[config.mk]
export PLATFORM = sky130hd
export DESIGN_NAME = crg_gate
export DESIGN_NICKNAME = d
export VERILOG_FILES = /design/src/rtl/crg_pkg.sv /design/src/rtl/crg_gate.sv
export SDC_FILE = /design/constraint.sdc
export NUM_CORES = 1
export LEC_CHECK = 0
export BUFFER_PORTS_ARGS = -buffer_cell sky130_fd_sc_hd__buf_2
export CAP_MARGIN = 10
export CORE_MARGIN = 1.5
export CORE_UTILIZATION = 51
export CTS_CLUSTER_DIAMETER = 150
export DETAILED_ROUTE_END_ITERATION = 8
export HOLD_SLACK_MARGIN = 0.06
export PLACE_DENSITY = 0.89
export SLEW_MARGIN = 20
export SYNTH_ARGS = -nofsm -noshare
export SYNTH_HDL_FRONTEND = slang
export SYNTH_SLANG_ARGS = --single-unit
[constraint.sdc]
create_clock -name pclk -period 2.1 [get_ports pclk]
set_clock_uncertainty 0.05 [all_clocks]
set_input_delay 0.21 -clock pclk [delete_from_list [all_inputs] [get_ports pclk]]
set_output_delay 0.21 -clock pclk [all_outputs]
set_load 0.02 [all_outputs]
[src/rtl/crg_pkg.sv]
// package for the controller ready gate: register map, field layout, types
// assumes a 32-bit apb master and a single 200 MHz clock
package crg_pkg;
  // ==========================================================
  // register byte offsets
  localparam logic [7:0] CRG_OFF_CTRL    = 8'h00;
  localparam logic [7:0] CRG_OFF_STATUS  = 8'h04;
  localparam logic [7:0] CRG_OFF_IRQ_ST  = 8'h08;
  localparam logic [7:0] CRG_OFF_IRQ_MSK = 8'h0c;
  localparam logic [7:0] CRG_OFF_PARAM   = 8'h10;
  localparam logic [7:0] CRG_OFF_OUTPUTS = 8'h14;
  localparam logic [7:0] CRG_OFF_SETTING = 8'h18;

  // ==========================================================
  // field positions and widths
  localparam int CRG_CTRL_MODE_BIT = 0;
  localparam int CRG_SET_BIT       = 0;
  localparam int CRG_IRQ_W         = 4;
  localparam int CRG_IRQ_RISE      = 0;
  localparam int CRG_IRQ_FALL      = 1;
  localparam int CRG_IRQ_START_ERR = 2;
  localparam int CRG_IRQ_PARAM_REF = 3;
  localparam int CRG_OUT_W         = 16;
  localparam int CRG_PARAM_W       = 32;

  // ==========================================================
  // reset values
  localparam logic [31:0]        CRG_PARAM_RST = 32'h0000_0000;
  localparam logic [CRG_OUT_W-1:0] CRG_OUT_RST  = 16'h0000;
  localparam logic [CRG_IRQ_W-1:0] CRG_MSK_RST  = 4'h0;

  // ==========================================================
  // types
  typedef enum logic [3:0] {
    CRG_ST_OFF   = 4'b0001,
    CRG_ST_DEFER = 4'b0010,
    CRG_ST_CLEAR = 4'b0100,
    CRG_ST_RUN   = 4'b1000
  } crg_state_t;

  typedef struct packed {
    logic run_switch;
    logic deferred;
    logic test_mode;
    logic motion_enable;
    logic ready_complete;
    logic host_ready;
  } crg_status_t;
endpackage

[src/rtl/crg_gate.sv]
// controller ready gate: host-ready flag sequencing behind an apb slave
// assumes run switch arrives asynchronously; test mode and axis-busy come
// from logic on pclk
//
// Summary of operation
// - All relay-like state clears at every reset; nothing is retained.
// - Positioning, home return and jog are enabled only while ready is high.
// - Test mode blocks motion even with ready high.
// - Parameter writes are accepted only while ready is low, else refused.
// - Ready rising clears the aux-code store, sets complete and starts auto programs.
// - A moving axis at ready rise raises an error and skips rise processing.
// - Ready rising in test mode defers processing until test mode ends with ready high.
// - Ready falling clears complete, stops axes, halts programs, zeroes outputs.
// - A setting picks which condition asserts ready; default is the switch.
// - Default: ready follows switch stop-to-run (incl. power-up in run) and run-to-stop.
// - Alternative: with switch in run, setting bit 0 going 0 to 1 asserts ready.
// - Alternative: setting bit 0 going 1 to 0 in run, or switch to stop, clears ready.
//
// Added by the designer: the address map and the APB interface to the registers.
`timescale 1ns/1ps
module crg_gate
  import crg_pkg::*;
(
  input  wire logic                 pclk,
  input  wire logic                 presetn,
  input  wire logic                 clk_en,
  input  wire logic                 psel,
  input  wire logic                 penable,
  input  wire logic                 pwrite,
  input  wire logic [7:0]           paddr,
  input  wire logic [31:0]          pwdata,
  output logic      [31:0]          prdata,
  output logic                      pready,
  output logic                      pslverr,
  input  wire logic                 run_switch,
  input  wire logic                 test_mode_flag,
  input  wire logic                 axis_busy,
  output logic                      host_ready_flag,
  output logic                      motion_ready_complete_flag,
  output logic                      motion_enable,
  output logic                      mcode_clear,
  output logic                      auto_start,
  output logic                      decel_stop,
  output logic                      prog_halt,
  output logic [CRG_OUT_W-1:0]      real_output_points,
  output logic [CRG_PARAM_W-1:0]    fixed_param,
  output logic                      irq
);

  // ==========================================================
  // switch synchroniser
  logic sw_meta_reg;
  logic sw_sync_reg;
  logic sw_prev_reg;

  always_ff @(posedge pclk or negedge presetn) begin
    if (!presetn) begin
      sw_meta_reg <= 1'b0;
      sw_sync_reg <= 1'b0;
    end else if (clk_en) begin
      sw_meta_reg <= run_switch;
      sw_sync_reg <= sw_meta_reg;
    end
  end

  logic sw_rise;
  logic sw_fall;
  assign sw_rise = sw_sync_reg & ~sw_prev_reg;
  assign sw_fall = ~sw_sync_reg & sw_prev_reg;

  // ==========================================================
  // apb decode
  logic setup_ph;
  logic wr_acc;
  logic rd_acc;
  logic addr_hit;

  assign setup_ph = psel & ~penable;
  assign wr_acc   = psel & penable & pwrite & pready;
  assign rd_acc   = setup_ph & ~pwrite;
  assign addr_hit = (paddr == CRG_OFF_CTRL)    || (paddr == CRG_OFF_STATUS) ||
                    (paddr == CRG_OFF_IRQ_ST)  || (paddr == CRG_OFF_IRQ_MSK) ||
                    (paddr == CRG_OFF_PARAM)   || (paddr == CRG_OFF_OUTPUTS) ||
                    (paddr == CRG_OFF_SETTING);

  // ==========================================================
  // software registers
  logic                   mode_alt_reg;
  logic                   setting_reg;
  logic                   setting_prev_reg;
  logic [CRG_IRQ_W-1:0]   irq_mask_reg;

  always_ff @(posedge pclk or negedge presetn) begin
    if (!presetn) begin
      mode_alt_reg <= 1'b0;
      setting_reg  <= 1'b0;
      irq_mask_reg <= CRG_MSK_RST;
    end else if (clk_en && wr_acc) begin
      if (paddr == CRG_OFF_CTRL) begin
        mode_alt_reg <= pwdata[CRG_CTRL_MODE_BIT];
      end
      if (paddr == CRG_OFF_SETTING) begin
        setting_reg <= pwdata[CRG_SET_BIT];
      end
      if (paddr == CRG_OFF_IRQ_MSK) begin
        irq_mask_reg <= pwdata[CRG_IRQ_W-1:0];
      end
    end
  end

  logic set_rise;
  logic set_fall;
  assign set_rise = setting_reg & ~setting_prev_reg;
  assign set_fall = ~setting_reg & setting_prev_reg;

  // ==========================================================
  // host ready flag
  logic host_ready_reg;
  logic ready_next;
  logic ready_prev_reg;

  always_comb begin
    ready_next = host_ready_reg;
    if (!mode_alt_reg) begin
      if (sw_rise) begin
        ready_next = 1'b1;
      end else if (sw_fall) begin
        ready_next = 1'b0;
      end
    end else begin
      if (sw_fall) begin
        ready_next = 1'b0;
      end else if (sw_sync_reg && set_rise) begin
        ready_next = 1'b1;
      end else if (sw_sync_reg && set_fall) begin
        ready_next = 1'b0;
      end
    end
  end

  // cleared at every reset, nothing retained
  // prev values for the edge compares; prev switch starts at stop
  // so power-up in run reads as a stop-to-run move
  always_ff @(posedge pclk or negedge presetn) begin
    if (!presetn) begin
      host_ready_reg   <= 1'b0;
      sw_prev_reg      <= 1'b0;
      setting_prev_reg <= 1'b0;
      ready_prev_reg   <= 1'b0;
    end else if (clk_en) begin
      host_ready_reg   <= ready_next;
      sw_prev_reg      <= sw_sync_reg;
      setting_prev_reg <= setting_reg;
      ready_prev_reg   <= host_ready_reg;
    end
  end

  logic rdy_rise;
  logic rdy_fall;
  assign rdy_rise = host_ready_reg & ~ready_prev_reg;
  assign rdy_fall = ~host_ready_reg & ready_prev_reg;

  // ==========================================================
  // edge sequencer
  crg_state_t state_reg;
  crg_state_t state_next;
  logic       start_err;

  always_comb begin
    state_next = state_reg;
    start_err  = 1'b0;
    case (state_reg)
      CRG_ST_OFF: begin
        if (rdy_rise) begin
          if (test_mode_flag) begin
            state_next = CRG_ST_DEFER;
          end else if (axis_busy) begin
            start_err = 1'b1;
          end else begin
            state_next = CRG_ST_CLEAR;
          end
        end
      end
      CRG_ST_DEFER: begin
        if (!host_ready_reg) begin
          state_next = CRG_ST_OFF;
        end else if (!test_mode_flag) begin
          if (axis_busy) begin
            start_err  = 1'b1;
            state_next = CRG_ST_OFF;
          end else begin
            state_next = CRG_ST_CLEAR;
          end
        end
      end
      CRG_ST_CLEAR: begin
        state_next = host_ready_reg ? CRG_ST_RUN : CRG_ST_OFF;
      end
      CRG_ST_RUN: begin
        if (!host_ready_reg) begin
          state_next = CRG_ST_OFF;
        end
      end
      default: begin
        state_next = CRG_ST_OFF;
      end
    endcase
  end

  always_ff @(posedge pclk or negedge presetn) begin
    if (!presetn) begin
      state_reg <= CRG_ST_OFF;
    end else if (clk_en) begin
      state_reg <= state_next;
    end
  end

  logic enter_run;
  assign enter_run = (state_reg == CRG_ST_CLEAR) && host_ready_reg;

  // ==========================================================
  // action pulses and flags
  always_ff @(posedge pclk or negedge presetn) begin
    if (!presetn) begin
      mcode_clear                <= 1'b0;
      auto_start                 <= 1'b0;
      decel_stop                 <= 1'b0;
      prog_halt                  <= 1'b0;
      motion_ready_complete_flag <= 1'b0;
      motion_enable              <= 1'b0;
      host_ready_flag            <= 1'b0;
    end else if (clk_en) begin
      mcode_clear <= (state_next == CRG_ST_CLEAR) && (state_reg != CRG_ST_CLEAR);
      auto_start  <= enter_run;
      decel_stop  <= rdy_fall;
      prog_halt   <= rdy_fall;
      motion_enable   <= host_ready_reg & ~test_mode_flag & (state_reg == CRG_ST_RUN);
      host_ready_flag <= host_ready_reg;
      if (rdy_fall || !host_ready_reg) begin
        motion_ready_complete_flag <= 1'b0;
      end else if (enter_run) begin
        motion_ready_complete_flag <= 1'b1;
      end
    end
  end

  // ==========================================================
  // real outputs and parameters
  logic param_wr;
  logic param_refuse;
  // writes refused while ready
  // access obeys the setup answer, so a flag change mid-transfer cannot split them
  assign param_wr     = wr_acc && paddr == CRG_OFF_PARAM && !pslverr;
  assign param_refuse = setup_ph && pwrite && paddr == CRG_OFF_PARAM && host_ready_flag;

  always_ff @(posedge pclk or negedge presetn) begin
    if (!presetn) begin
      fixed_param        <= CRG_PARAM_RST;
      real_output_points <= CRG_OUT_RST;
    end else if (clk_en) begin
      if (param_wr) begin
        fixed_param <= pwdata;
      end
      if (rdy_fall) begin
        real_output_points <= CRG_OUT_RST;
      end else if (wr_acc && paddr == CRG_OFF_OUTPUTS) begin
        real_output_points <= pwdata[CRG_OUT_W-1:0];
      end
    end
  end

  // ==========================================================
  // interrupt status
  logic [CRG_IRQ_W-1:0] irq_st_reg;
  logic [CRG_IRQ_W-1:0] irq_evt;
  logic [CRG_IRQ_W-1:0] irq_clr;

  assign irq_evt[CRG_IRQ_RISE]      = auto_start;
  assign irq_evt[CRG_IRQ_FALL]      = rdy_fall;
  assign irq_evt[CRG_IRQ_START_ERR] = start_err;
  assign irq_evt[CRG_IRQ_PARAM_REF] = param_refuse;
  assign irq_clr = (wr_acc && paddr == CRG_OFF_IRQ_ST) ? pwdata[CRG_IRQ_W-1:0] : '0;

  // set beats clear in the same cycle so no event is lost
  genvar gi;
  generate
    for (gi = 0; gi < CRG_IRQ_W; gi++) begin : g_irq
      always_ff @(posedge pclk or negedge presetn) begin
        if (!presetn) begin
          irq_st_reg[gi] <= 1'b0;
        end else if (clk_en) begin
          if (irq_evt[gi]) begin
            irq_st_reg[gi] <= 1'b1;
          end else if (irq_clr[gi]) begin
            irq_st_reg[gi] <= 1'b0;
          end
        end
      end
    end
  endgenerate

  always_ff @(posedge pclk or negedge presetn) begin
    if (!presetn) begin
      irq <= 1'b0;
    end else if (clk_en) begin
      irq <= |(irq_st_reg & irq_mask_reg & ~irq_clr | irq_evt & irq_mask_reg);
    end
  end

  // ==========================================================
  // apb answer, registered in setup so access ends in one cycle
  crg_status_t st;
  logic [31:0] rd_mux;

  always_comb begin
    st.run_switch     = sw_sync_reg;
    st.deferred       = (state_reg == CRG_ST_DEFER);
    st.test_mode      = test_mode_flag;
    st.motion_enable  = motion_enable;
    st.ready_complete = motion_ready_complete_flag;
    st.host_ready     = host_ready_reg;
    rd_mux = 32'h0000_0000;
    case (paddr)
      CRG_OFF_CTRL:    rd_mux[CRG_CTRL_MODE_BIT] = mode_alt_reg;
      CRG_OFF_STATUS:  rd_mux[$bits(crg_status_t)-1:0] = st;
      CRG_OFF_IRQ_ST:  rd_mux[CRG_IRQ_W-1:0] = irq_st_reg;
      CRG_OFF_IRQ_MSK: rd_mux[CRG_IRQ_W-1:0] = irq_mask_reg;
      CRG_OFF_PARAM:   rd_mux = fixed_param;
      CRG_OFF_OUTPUTS: rd_mux[CRG_OUT_W-1:0] = real_output_points;
      CRG_OFF_SETTING: rd_mux[CRG_SET_BIT] = setting_reg;
      default:         rd_mux = 32'h0000_0000;
    endcase
  end

  always_ff @(posedge pclk or negedge presetn) begin
    if (!presetn) begin
      pready  <= 1'b0;
      pslverr <= 1'b0;
      prdata  <= 32'h0000_0000;
    end else if (clk_en) begin
      pready  <= setup_ph;
      // unmapped address or refused parameter write answers with error
      pslverr <= setup_ph && (!addr_hit || param_refuse);
      prdata  <= rd_acc ? rd_mux : 32'h0000_0000;
    end
  end

endmodule // crg_gate

* Word-level counts from Yosys, hierarchy flattened *
Index checks and enable logic that the tools add are counted.

word-level totals
  bits in latches = 0
  bits in writable memories = 0
  input port bits = 49
  memories = 0
  register bits = 108
  ROM bits = 0

cells by class
  equality and inequality tests = 13
  muxes and demuxes = 39
  add/sub/neg operators = 0
  reduce and logical (&&, ||, !) cells = 44
  bitwise operators = 27
  multipliers = 0
  divide/modulo/power cells = 0
  shift-type cells = 0
  magnitude comparators = 0

operator list
  operator                                             count
  two-way mux 16 bit                                   3
  two-way mux 32 bit                                   1
  two-way mux 4 bit                                    8
  equality test 8 x 5 -> 1 bit, second input constant  3
  two-way mux 1 bit                                    20
  case mux 10 bit (2 select lines)                     1
  AND reduction 2 bit                                  10
  equality test 8 x 4 -> 1 bit, second input constant  2
  case mux 4 bit (4 select lines)                      1
  case mux 3 bit (5 select lines)                      1
  bitwise AND 1 bit                                    13
  logical AND 1 bit                                    13
  bitwise AND 4 bit                                    3
  nonzero test 2 bit                                   6
  inverter 1 bit                                       9
  equality test 4 x 3 -> 1 bit, second input constant  2
  equality test 8 x 3 -> 1 bit, second input constant  1
  logical NOT 8 bit                                    1
  logical OR 1 bit                                     8
  case mux 1 bit (7 select lines)                      1
  case mux 2 bit (3 select lines)                      1
  equality test 4 x 1 -> 1 bit, second input constant  1
  equality test 4 x 2 -> 1 bit, second input constant  1
  equality test 4 bit, second input constant           1
  10 further kinds                                     12

* Logic depth before layout (Yosys ltp) *
Gate-level depths: netlist of the first run.

  depth after elaboration = 10
  depth in mapped cells = 7
  depth with buffers taken out = 6

* Worst setup path before layout of the first run *
Ideal clock, no wire load.

  path type = reg-to-reg
  from = register pready
  to = register fixed_param[0]
  path buffers = 1
  stages on the path, launching flop included = 7
  path slack = 0.211 ns
  required time = 1.925 ns
  library setup time = 0.125 ns
  arrival = 1.714 ns
  cells stage by stage = dfrtp_1 nand3_1 or2_1 or2_4 nand3b_4 buf_6 mux2_4

between the ends
  cells in the longest elaborated chain, start to end = 4

RTL lines
  element                               RTL line         RTL
  start, declared                       crg_gate.sv:33   output logic pready,
  start signal, assigned                crg_gate.sv:341  pready <= setup_ph;
  bitwise AND 1 bit                     crg_gate.sv:79   assign wr_acc = psel & penable & pwrite & pready;
  logical AND 1 bit (2 in a row)        crg_gate.sv:253  assign param_wr = wr_acc && paddr == CRG_OFF_PARAM && !pslverr;
  AND reduction 2 bit (no source line)  --
  end signal, assigned                  crg_gate.sv:262  fixed_param <= pwdata;
  end, declared                         crg_gate.sv:46   output logic [CRG_PARAM_W-1:0] fixed_param,

No other way between the ends.
A chain may end at the register's enable or synchronous reset.

* Worst setup path after layout of the first run *
  from = register pready
  to = register fixed_param[12]

Same word-level chain as after synthesis.

==> insert_results.sql, run 1 <==
INSERT INTO impl_metrics (metric_group, metric, value, unit) VALUES
('power', 'total_switching_power', '1.230', 'mW'),
('final_layout', 'fin_cells', '694', ''),
('sta', 'time_the_worst_path_needs_with_i_o_delays_and_setup', '1.964', 'ns'),
('cts', 'cts_max_level', '3', ''),
('cts', 'worst_setup_hold_path_clk_slew', '0.10', 'ns'),
('power', 'swShare', '0.2986', ''),
('floorplan', 'initial_core_util', '0.5273', ''),
('setup_path', 'crit_path_end_kind', 'register', ''),
('placement', 'hpwlAfterDp', '8908', 'microns'),
('final_layout', 'utilization', '0.6775', ''),
('final_layout', 'flow.area_growth_from_synthesis', '28.48', '%'),
('floorplan', 'die_width', '100.7', 'microns'),
('sta', 'final.period_utilization', '0.9352', ''),
('setup_path', 'critPathLaunchType', 'register', ''),
('power', 'cellInternalPower', '2.888', 'mW'),
('setup_path', 'worst-r2r-setup-slack', '0.14', 'ns'),
('cts', 'cts_root_buf', 'clkbuf_8', ''),
('route', 'dr_drc_count', '0', ''),
('yosys', 'sequential_cell_area_fraction_in_the_yosys_report', '0.5550', ''),
('sta', 'finalHoldViolations', '0', ''),
('final_layout', 'biggestRegsByFlops', 'fixed_param: 32 flops, prdata: 32 flops, real_output_points: 16 flops', ''),
('flow_run', 'cap_violations', '0', ''),
('floorplan', 'floorplan.core_area', '9240', 'sq um'),
('yosys', 'yosysUniqueCellTypes', '56', ''),
('cts', 'sink_count_of_the_clock_tree', '108', ''),
('placement', 'place_inst', '649', ''),
('run_status', 'status', 'completed', ''),
('floorplan', 'core.rowCount', '35', ''),
('power', 'power.density', '657.8', 'nW/um^2'),
('cts', 'cts_tree', 'yes', ''),
('hold_path', 'min_path_type', 'input port to register', ''),
('setup_path', 'worst_r2r_startpoint', 'pready$_DFFE_PN0P_', ''),
('power', 'worst_vdd_drop', '0.3552', 'mV'),
('setup_path', 'crit_path_arrival_time', '2.17', 'ns'),
('route', 'route.final.wire_length', '13230', 'microns'),
('setup_path', 'rr_worst_depth', '6', ''),
('cts', 'clock_tree.buffer_depth', '2', ''),
('floorplan', 'boundary_pin_count', '139', ''),
('power', 'seq_power_share', '0.543', ''),
('sta', 'clock.fmax', '0.5092', 'GHz'),
('sta', 'setup_repair_after_global_routing_missed_its_margin', 'false', ''),
('cts', 'clock_latency_of_the_later_clocked_register_in_the_worst_skew_pair', '0.37', 'ns'),
('sta', 'max_slew_margin', '0.4523', ''),
('yosys', 'yosysWarnings', '0', ''),
('final_layout', 'num-fill-cells', '649', ''),
('setup_path', 'timing.setup.critical_path_class', 'register to register', ''),
('route', 'drt.antenna.violating_nets', '0', ''),
('yosys', 'postSynthRegisterBits', '108', ''),
('floorplan', 'die_y', '100.7', 'microns'),
('global_routing', 'first_global_vias', '4050', ''),
('setup_path', 'crit_fanout', '10', ''),
('yosys', 'synthCells', '384', ''),
('final_layout', 'fin_nets', '612', ''),
('route', 'dr_total_vias', '4034', ''),
('yosys', 'synth.cell_area', '4872', 'sq um'),
('yosys', 'async_reset_ff_frac', '1.000', ''),
('global_routing', 'grt_pass1_wl', '20760', 'microns'),
('route', 'initialDrtViolationCount', '255', ''),
('sta', 'finalMaxSlewViolations', '0', ''),
('hold_path', 'hold_depth', '3', ''),
('global_routing', 'grt_overflow_total', '0', ''),
('sta', 'worst_slew_pin_slew', '0.8206', 'ns'),
('power', 'static_leakage', '3.311', 'nW'),
('yosys', 'synth_nets', '435', ''),
('placement', 'port-buffer-count', '138', ''),
('final_layout', 'insertedDiodeCount', '0', ''),
('final_layout', 'layout-drive-gt1-share', '0.4018', ''),
('route', 'via_density', '5.813', ''),
('global_routing', 'pin_count_of_the_biggest_net_entering_global_routing', '109', ''),
('hold_path', 'min_delay_worst_endpoint', 'state_reg[1]$_DFFE_PN0P_', ''),
('placement', 'globalplace.congestion', '0.9143', '');
[per-stage QoR]
step / cell area, sq um / setup TNS [ns] / power (mW) / worst slack [ns] / hold slack [ns]
finish: 6260 / 0 / 4.118 / 0.1361 / 0.08390
global route: 6260 / 0 / 4.290 / 0.04019 / 0.07753
CTS: 6251 / 0 / 4.123 / 0.07920 / 0.06702
detailed placement: 5767 / -0.004291 / 2.876 / -0.004291 / 0.2743
global placement: 5767 / 0 / 2.851 / 0.1220 / 0.2663
floorplan: 4872 / 0 / 2.598 / 0.2109 / -0.1356
[critical path: stages, from the launching register on]
cell	delay, ns
dfrtp_1	0.40
nand3_1	0.08
or2_1	0.31
or2_4	0.29
nand3b_4	0.17
buf_4	0.21
mux2_4	0.32
[kinds of logic after synthesis]
kind of cell | share of synthesized area
DFF | 0.5550
AOI/OAI and AO/OA | 0.1608
and+or+nand+nor | 0.1053
muxes | 0.1366
buffers and inverters | 0.03364
xor gates and xnor gates | 0.003596
adders and majority gates | 0.005135
[power by group through the flow]
stage,sequential [mW],combinational [mW],clock (mW)
2_1_floorplan,2.29,0.307,0
3_3_place_gp,2.26,0.588,0
3_5_place_dp,2.27,0.607,0
4_1_cts,2.23,0.654,1.24
5_1_grt,2.24,0.713,1.34
6_report,2.23,0.656,1.23
[how the worst max path moves through the flow]
stage,start,endpoint,cells past startpoint
after floorplan,pready$_DFFE_PN0P_,fixed_param[0]$_DFFE_PN0P_,6
after global placement,paddr[4],irq_mask_reg[0]$_DFFE_PN0P_,5
after detailed placement,pready$_DFFE_PN0P_,real_output_points[14]$_DFFE_PN0P_,6
after CTS,pready$_DFFE_PN0P_,fixed_param[18]$_DFFE_PN0P_,6
after global routing,pready$_DFFE_PN0P_,fixed_param[2]$_DFFE_PN0P_,6
final,pready$_DFFE_PN0P_,fixed_param[12]$_DFFE_PN0P_,6
[cell usage after synthesis, types with 4 or more instances]
cell type	n	area [sq um]
dfrtp_1	107	2678
a22o_1	35	306.5
mux2_4	30	450.4
nand2_1	22	82.58
nor2_1	15	56.30
nor2b_1	15	93.84
inv_1	13	48.80
nand3_1	13	65.06
o21ai_0	13	65.06
mux2_2	12	135.1
clkbuf_1	11	41.29
a221o_1	10	100.1
a21oi_1	9	45.04
mux2i_1	8	80.08
a32oi_1	5	43.79
buf_2	5	25.02
o22ai_1	4	25.02
o2bb2ai_1	4	35.03
[cell usage in the layout (no fill, tap or decap), types with 2 or more instances in the layout]
cell,netlist,routed
o211ai_1,3,3
inv_1,13,13
a21oi_1,9,8
a22o_1,35,35
buf_4,2,18
o22ai_1,4,4
dlygate4sd3_1,0,30
o2bb2ai_1,4,4
mux2i_1,8,8
inv_8,0,2
a32oi_1,5,5
clkbuf_8,0,9
buf_2,5,137
nor3_2,2,3
inv_6,0,2
mux2_4,30,30
a221o_1,10,10
nor4b_1,3,3
and2_1,2,2
nand3_1,13,13
nand2b_1,2,2
nor2b_1,15,15
o21ai_0,13,13
mux2_2,12,12
nand2_1,22,22
dfrtp_1,107,107
ha_1,2,2
nor2_1,15,15
nor4_1,2,2
a21o_1,2,2
a2bb2oi_1,2,2
[layer usage]
layer	wire, microns	vias up	global-route usage
met5	12	-	0
met4	231	2	0.09751
met3	1065	24	0.05756
met2	6625	228	0.4392
met1	5297	2003	0.3503
li1	-	1777	-
[area by class of cell]
class / instances / area (sq um) / area share
clock buffer: 9 / 123.9 / 0.01979
multi-input combinational: 242 / 2013 / 0.3216
clock inverter: 6 / 56.30 / 0.008995
sequential: 108 / 2704 / 0.4319
inverter: 13 / 48.80 / 0.007795
timing repair buffer: 187 / 1152 / 0.1841
tap: 129 / 161.4 / 0.02578
[what timing repair did]
item                                   in CTS  in global routing
hold buffers                               30                  0
setup buffers                               0                  0
resized for setup                           1                  2
endpoints found under the hold margin     148                  0
setup endpoints to repair                  10                 18
Note: power is estimated with default switching activity, not from simulation.
==> run 2, diff against run 1 <==
--- a/config.mk
+++ b/config.mk
@@ -5,6 +5,7 @@
 export SDC_FILE = /design/constraint.sdc
 export NUM_CORES = 1
 export LEC_CHECK = 0
+export ABC_AREA = 1
 export BUFFER_PORTS_ARGS = -buffer_cell sky130_fd_sc_hd__buf_2
 export CAP_MARGIN = 10
 export CORE_MARGIN = 1.5
==> run 2 against run 1 <==
- setup slack improved by 0.14 ns
- largest cell class unchanged
- via count is 15% higher
- first-iteration DRC count up 42%
- synthesized cell count up 36%
==> insert_results.sql, run 2 <==
INSERT INTO impl_metrics (metric_group, metric, value, unit) VALUES
('run_status', 'status', 'completed', ''),
('route', 'via_density', '5.626', ''),
('sta', 'worst_slew_pin_slew', '0.7564', 'ns'),
('power', 'cellInternalPower', '3.202', 'mW'),
('hold_path', 'hold_path_startpoint', 'pwdata[5]', ''),
('power', 'total_power', '4.588', 'mW'),
('yosys', 'sequential_cell_area_fraction_in_the_yosys_report', '0.5572', ''),
('cts', 'sink_count_of_the_clock_tree', '108', ''),
('setup_path', 'crit_start', 'pready$_DFFE_PN0P_', ''),
('sta', 'final.period_utilization', '0.8695', ''),
('sta', 'setup-violations-final', '0', ''),
('placement', 'port-buffer-count', '138', ''),
('floorplan', 'floorplan.core_area', '9240', 'sq um'),
('setup_path', 'rr_worst_depth', '7', ''),
('yosys', 'synth.cell_area', '4852', 'sq um'),
('setup_path', 'crit_path_end_kind', 'register', ''),
('floorplan', 'core.rowCount', '35', ''),
('power', 'static_leakage', '3.459', 'nW'),
('flow_run', 'cap_violations', '0', ''),
('cts', 'cts_made_buffers', '9', ''),
('sta', 'clock.fmax', '0.5476', 'GHz'),
('setup_path', 'timing.setup.critical_path_class', 'register to register', ''),
('sta', 'postLayoutSetupSlackWorst', '0.2740', 'ns'),
('setup_path', 'cp_num_cells', '7', ''),
('sta', 'time_the_worst_path_needs_with_i_o_delays_and_setup', '1.826', 'ns'),
('yosys', 'yosysTopAreaCell', 'dfrtp_1', ''),
('power', 'seq_power_share', '0.511', ''),
('route', 'detail_route.wl_per_cell', '16.69', 'microns'),
('power', 'worst_vdd_drop', '0.5318', 'mV'),
('setup_path', 'worst-path-buf-inv', '2', ''),
('route', 'route.final.wire_length', '13800', 'microns'),
('cts', 'cts_root_buf', 'clkbuf_8', ''),
('sta', 'finalHoldViolations', '0', ''),
('yosys', 'synth.top_cells.by_count', 'nand2_1 (133), dfrtp_1 (107), inv_1 (52)', ''),
('setup_path', 'critical_path_required_time', '2.26', 'ns'),
('power', 'power.density', '733.4', 'nW/um^2'),
('yosys', 'synthCells', '522', ''),
('global_routing', 'grt_pass1_wl', '21840', 'microns'),
('setup_path', 'crit_fanout', '16', ''),
('global_routing', 'grt_overflow_total', '0', ''),
('final_layout', 'insertedDiodeCount', '0', ''),
('final_layout', 'mostFrequentLayoutCell', 'buf_2', ''),
('sta', 'setup_repair_after_global_routing_missed_its_margin', 'false', ''),
('global_routing', 'pin_count_of_the_biggest_net_entering_global_routing', '58', ''),
('hold_path', 'hold_depth', '3', ''),
('final_layout', 'layout-drive-gt1-share', '0.2951', ''),
('setup_path', 'crit_path_arrival_time', '1.99', 'ns'),
('final_layout', 'flow.area_growth_from_synthesis', '28.91', '%'),
('route', 'dr_total_vias', '4653', ''),
('cts', 'post_cts.resized_instances', '0', ''),
('placement', 'globalplace.congestion', '0.9417', ''),
('setup_path', 'crit_family', 'simple AND/OR/NAND/NOR gates', ''),
('yosys', 'post-synth-top-count-cell', 'nand2_1', ''),
('final_layout', 'top_library_cells_by_usage_in_the_layout_fill_and_taps_aside', 'buf_2 (137), nand2_1 (133), dfrtp_1 (107), inv_1 (52), o21ai_0 (46)', ''),
('final_layout', 'fin_nets', '744', ''),
('global_routing', 'number_of_antenna_violations_at_the_first_check_in_global_routing', '0', ''),
('cts', 'worst_setup_hold_path_clk_slew', '0.10', 'ns'),
('final_layout', 'biggestRegsByFlops', 'fixed_param: 32 flops, prdata: 32 flops, real_output_points: 16 flops', ''),
('yosys', 'synth_enable_flop_cells', '0', ''),
('yosys', 'synth_top_cells_by_area', 'dfrtp_1 (55%), nand2_1 (10%), nand3_1 (4.7%), o21ai_0 (4.7%), inv_1 (4.0%)', ''),
('power', 'swShare', '0.3020', ''),
('floorplan', 'initial_core_util', '0.5251', ''),
('yosys', 'yosysWarnings', '0', ''),
('placement', 'pre_cts_slack', '0.2239', 'ns'),
('placement', 'hpwlAfterDp', '9473', 'microns'),
('global_routing', 'first_global_vias', '4635', ''),
('setup_path', 'cp_cell_sequence', 'inv_1 > nor2_2 > nand2_1 > inv_2 > nand2_4 > or2_1 > o21ai_0', ''),
('yosys', 'post_synth.cell_area_avg', '9.295', 'sq um'),
('power', 'share_comb_of_total_power', '0.195', ''),
('sta', 'max_slew_margin', '0.4957', ''),
('floorplan', 'die_y', '100.5', 'microns'),
('cts', 'cts_tree', 'yes', ''),
('cts', 'clock_tree.buffer_depth', '2', ''),
('route', 'initialDrtViolationCount', '362', ''),
('route', 'dr_drc_count', '0', ''),
('route', 'first_pass_iters', '5', ''),
('yosys', 'synth_nets', '573', ''),
('floorplan', 'boundary_pin_count', '139', ''),
('yosys', 'synth_top_flop_cell', 'dfrtp_1', ''),
('sta', 'tns', '0', 'ns'),
('cts', 'cts_max_level', '3', ''),
('yosys', 'async_reset_ff_frac', '1.000', ''),
('floorplan', 'die_width', '100.5', 'microns'),
('route', 'drt.antenna.violating_nets', '0', ''),
('floorplan', 'dieArea', '10110', 'sq um'),
('cts', 'clock_latency_of_the_later_clocked_register_in_the_worst_skew_pair', '0.36', 'ns'),
('setup_path', 'worst_path_largest_cell_delay', '0.61', 'ns'),
('setup_path', 'critPathSlowestCell', 'or2_1', ''),
('yosys', 'synth_largest_type_area_fraction', '0.5518', ''),
('sta', 'finalMaxSlewViolations', '0', ''),
('yosys', 'postSynthRegisterBits', '108', ''),
('setup_path', 'critPathLaunchType', 'register', ''),
('power', 'p_clk_frac', '0.294', ''),
('setup_path', 'worst_r2r_startpoint', 'pready$_DFFE_PN0P_', ''),
('yosys', 'yosysUniqueCellTypes', '33', ''),
('hold_path', 'min_path_type', 'input port to register', ''),
('power', 'total_switching_power', '1.385', 'mW'),
('global_routing', 'grtUsageTotal', '0.2794', '');
run 2: changes by cell type after synthesis, moves of 8 or more:
cell      delta
nand2_1    +111
nor2_1      +14
a32o_1      +16
o21ai_0     +33
mux2i_1      -8
nor2b_1     -15
a221o_1     -10
o22ai_2     +10
inv_1       +39
nand3_1     +33
mux2_4      -30
a22o_1      -35
o211ai_1    +10
run 2: logic make-up after synthesis:
kind of cell,synth area share
mux,0.03713
fa+ha+maj,0.005156
buf+inv,0.06241
compound gates,0.1421
flops,0.5572
simple gates,0.1960
run 2: power by group through the flow:
stage	clock network [mW]	registers (mW)	logic, mW
4_1_cts	1.37	2.34	0.876
3_3_place_gp	0	2.37	0.791
2_1_floorplan	0	2.49	0.385
6_report	1.35	2.34	0.893
3_5_place_dp	0	2.38	0.828
5_1_grt	1.44	2.36	0.972
run 2: cell type report:
cell class                      instances  area [sq um]
Fill cell                             712          2985
Timing Repair Buffer                  181          1119
Inverter                               54         202.7
Clock buffer                           11         151.4
Sequential cell                       108          2704
Clock inverter                          5         63.81
Tap cell                              129         161.4
Multi-Input combinational cell        339          1853
run 2: per-layer routing:
layer | track usage | up-vias | part of all wire
li1 | - | 2084 | -
met1 | 0.3336 | 2272 | 0.38
met2 | 0.4893 | 254 | 0.51
met3 | 0.06588 | 43 | 0.083
met4 | 0.1105 | 0 | 0.029
met5 | 0 | - | 0
run 2: tightest hold or removal path: cells and delay by family:
kind / cells / cell delay, ns
AOI/OAI and AO/OA: 1 / 0.07
buffers and inverters: 2 / 0.16
run 2: path summary, 6_finish.rpt:
path	endpoint	slack, ns
max in group asynchronous	real_output_points[0]$_DFFE_PN0P_	0.94
min in group asynchronous	fixed_param[31]$_DFFE_PN0P_	0.38
worst min register to register	irq$_DFFE_PN0P_	0.44
worst min-delay path	fixed_param[5]$_DFFE_PN0P_	0.07
worst max register to register	real_output_points[5]$_DFFE_PN0P_	0.27
worst max-delay path	real_output_points[5]$_DFFE_PN0P_	0.27
run 2: through the flow:
stage / instance area [sq um] / util / cells / hold slack, ns
3_3_place_gp: 5729 / 0.6200 / 780 / 0.2537
6_report: 6255 / 0.6769 / 827 / 0.07013
3_5_place_dp: 5729 / 0.6200 / 780 / 0.2614
2_1_floorplan: 4852 / - / 522 / -0.1356
5_1_grt: 6255 / 0.6769 / 827 / 0.08508
4_1_cts: 6255 / 0.6769 / 827 / 0.06256
run 2: timing repair:
action | 4_1_cts | 5_1_grt
setup buffers | 0 | 0
hold endpoints to repair | 85 | 0
hold buffers | 31 | 0
endpoints found under the setup margin | 0 | 0
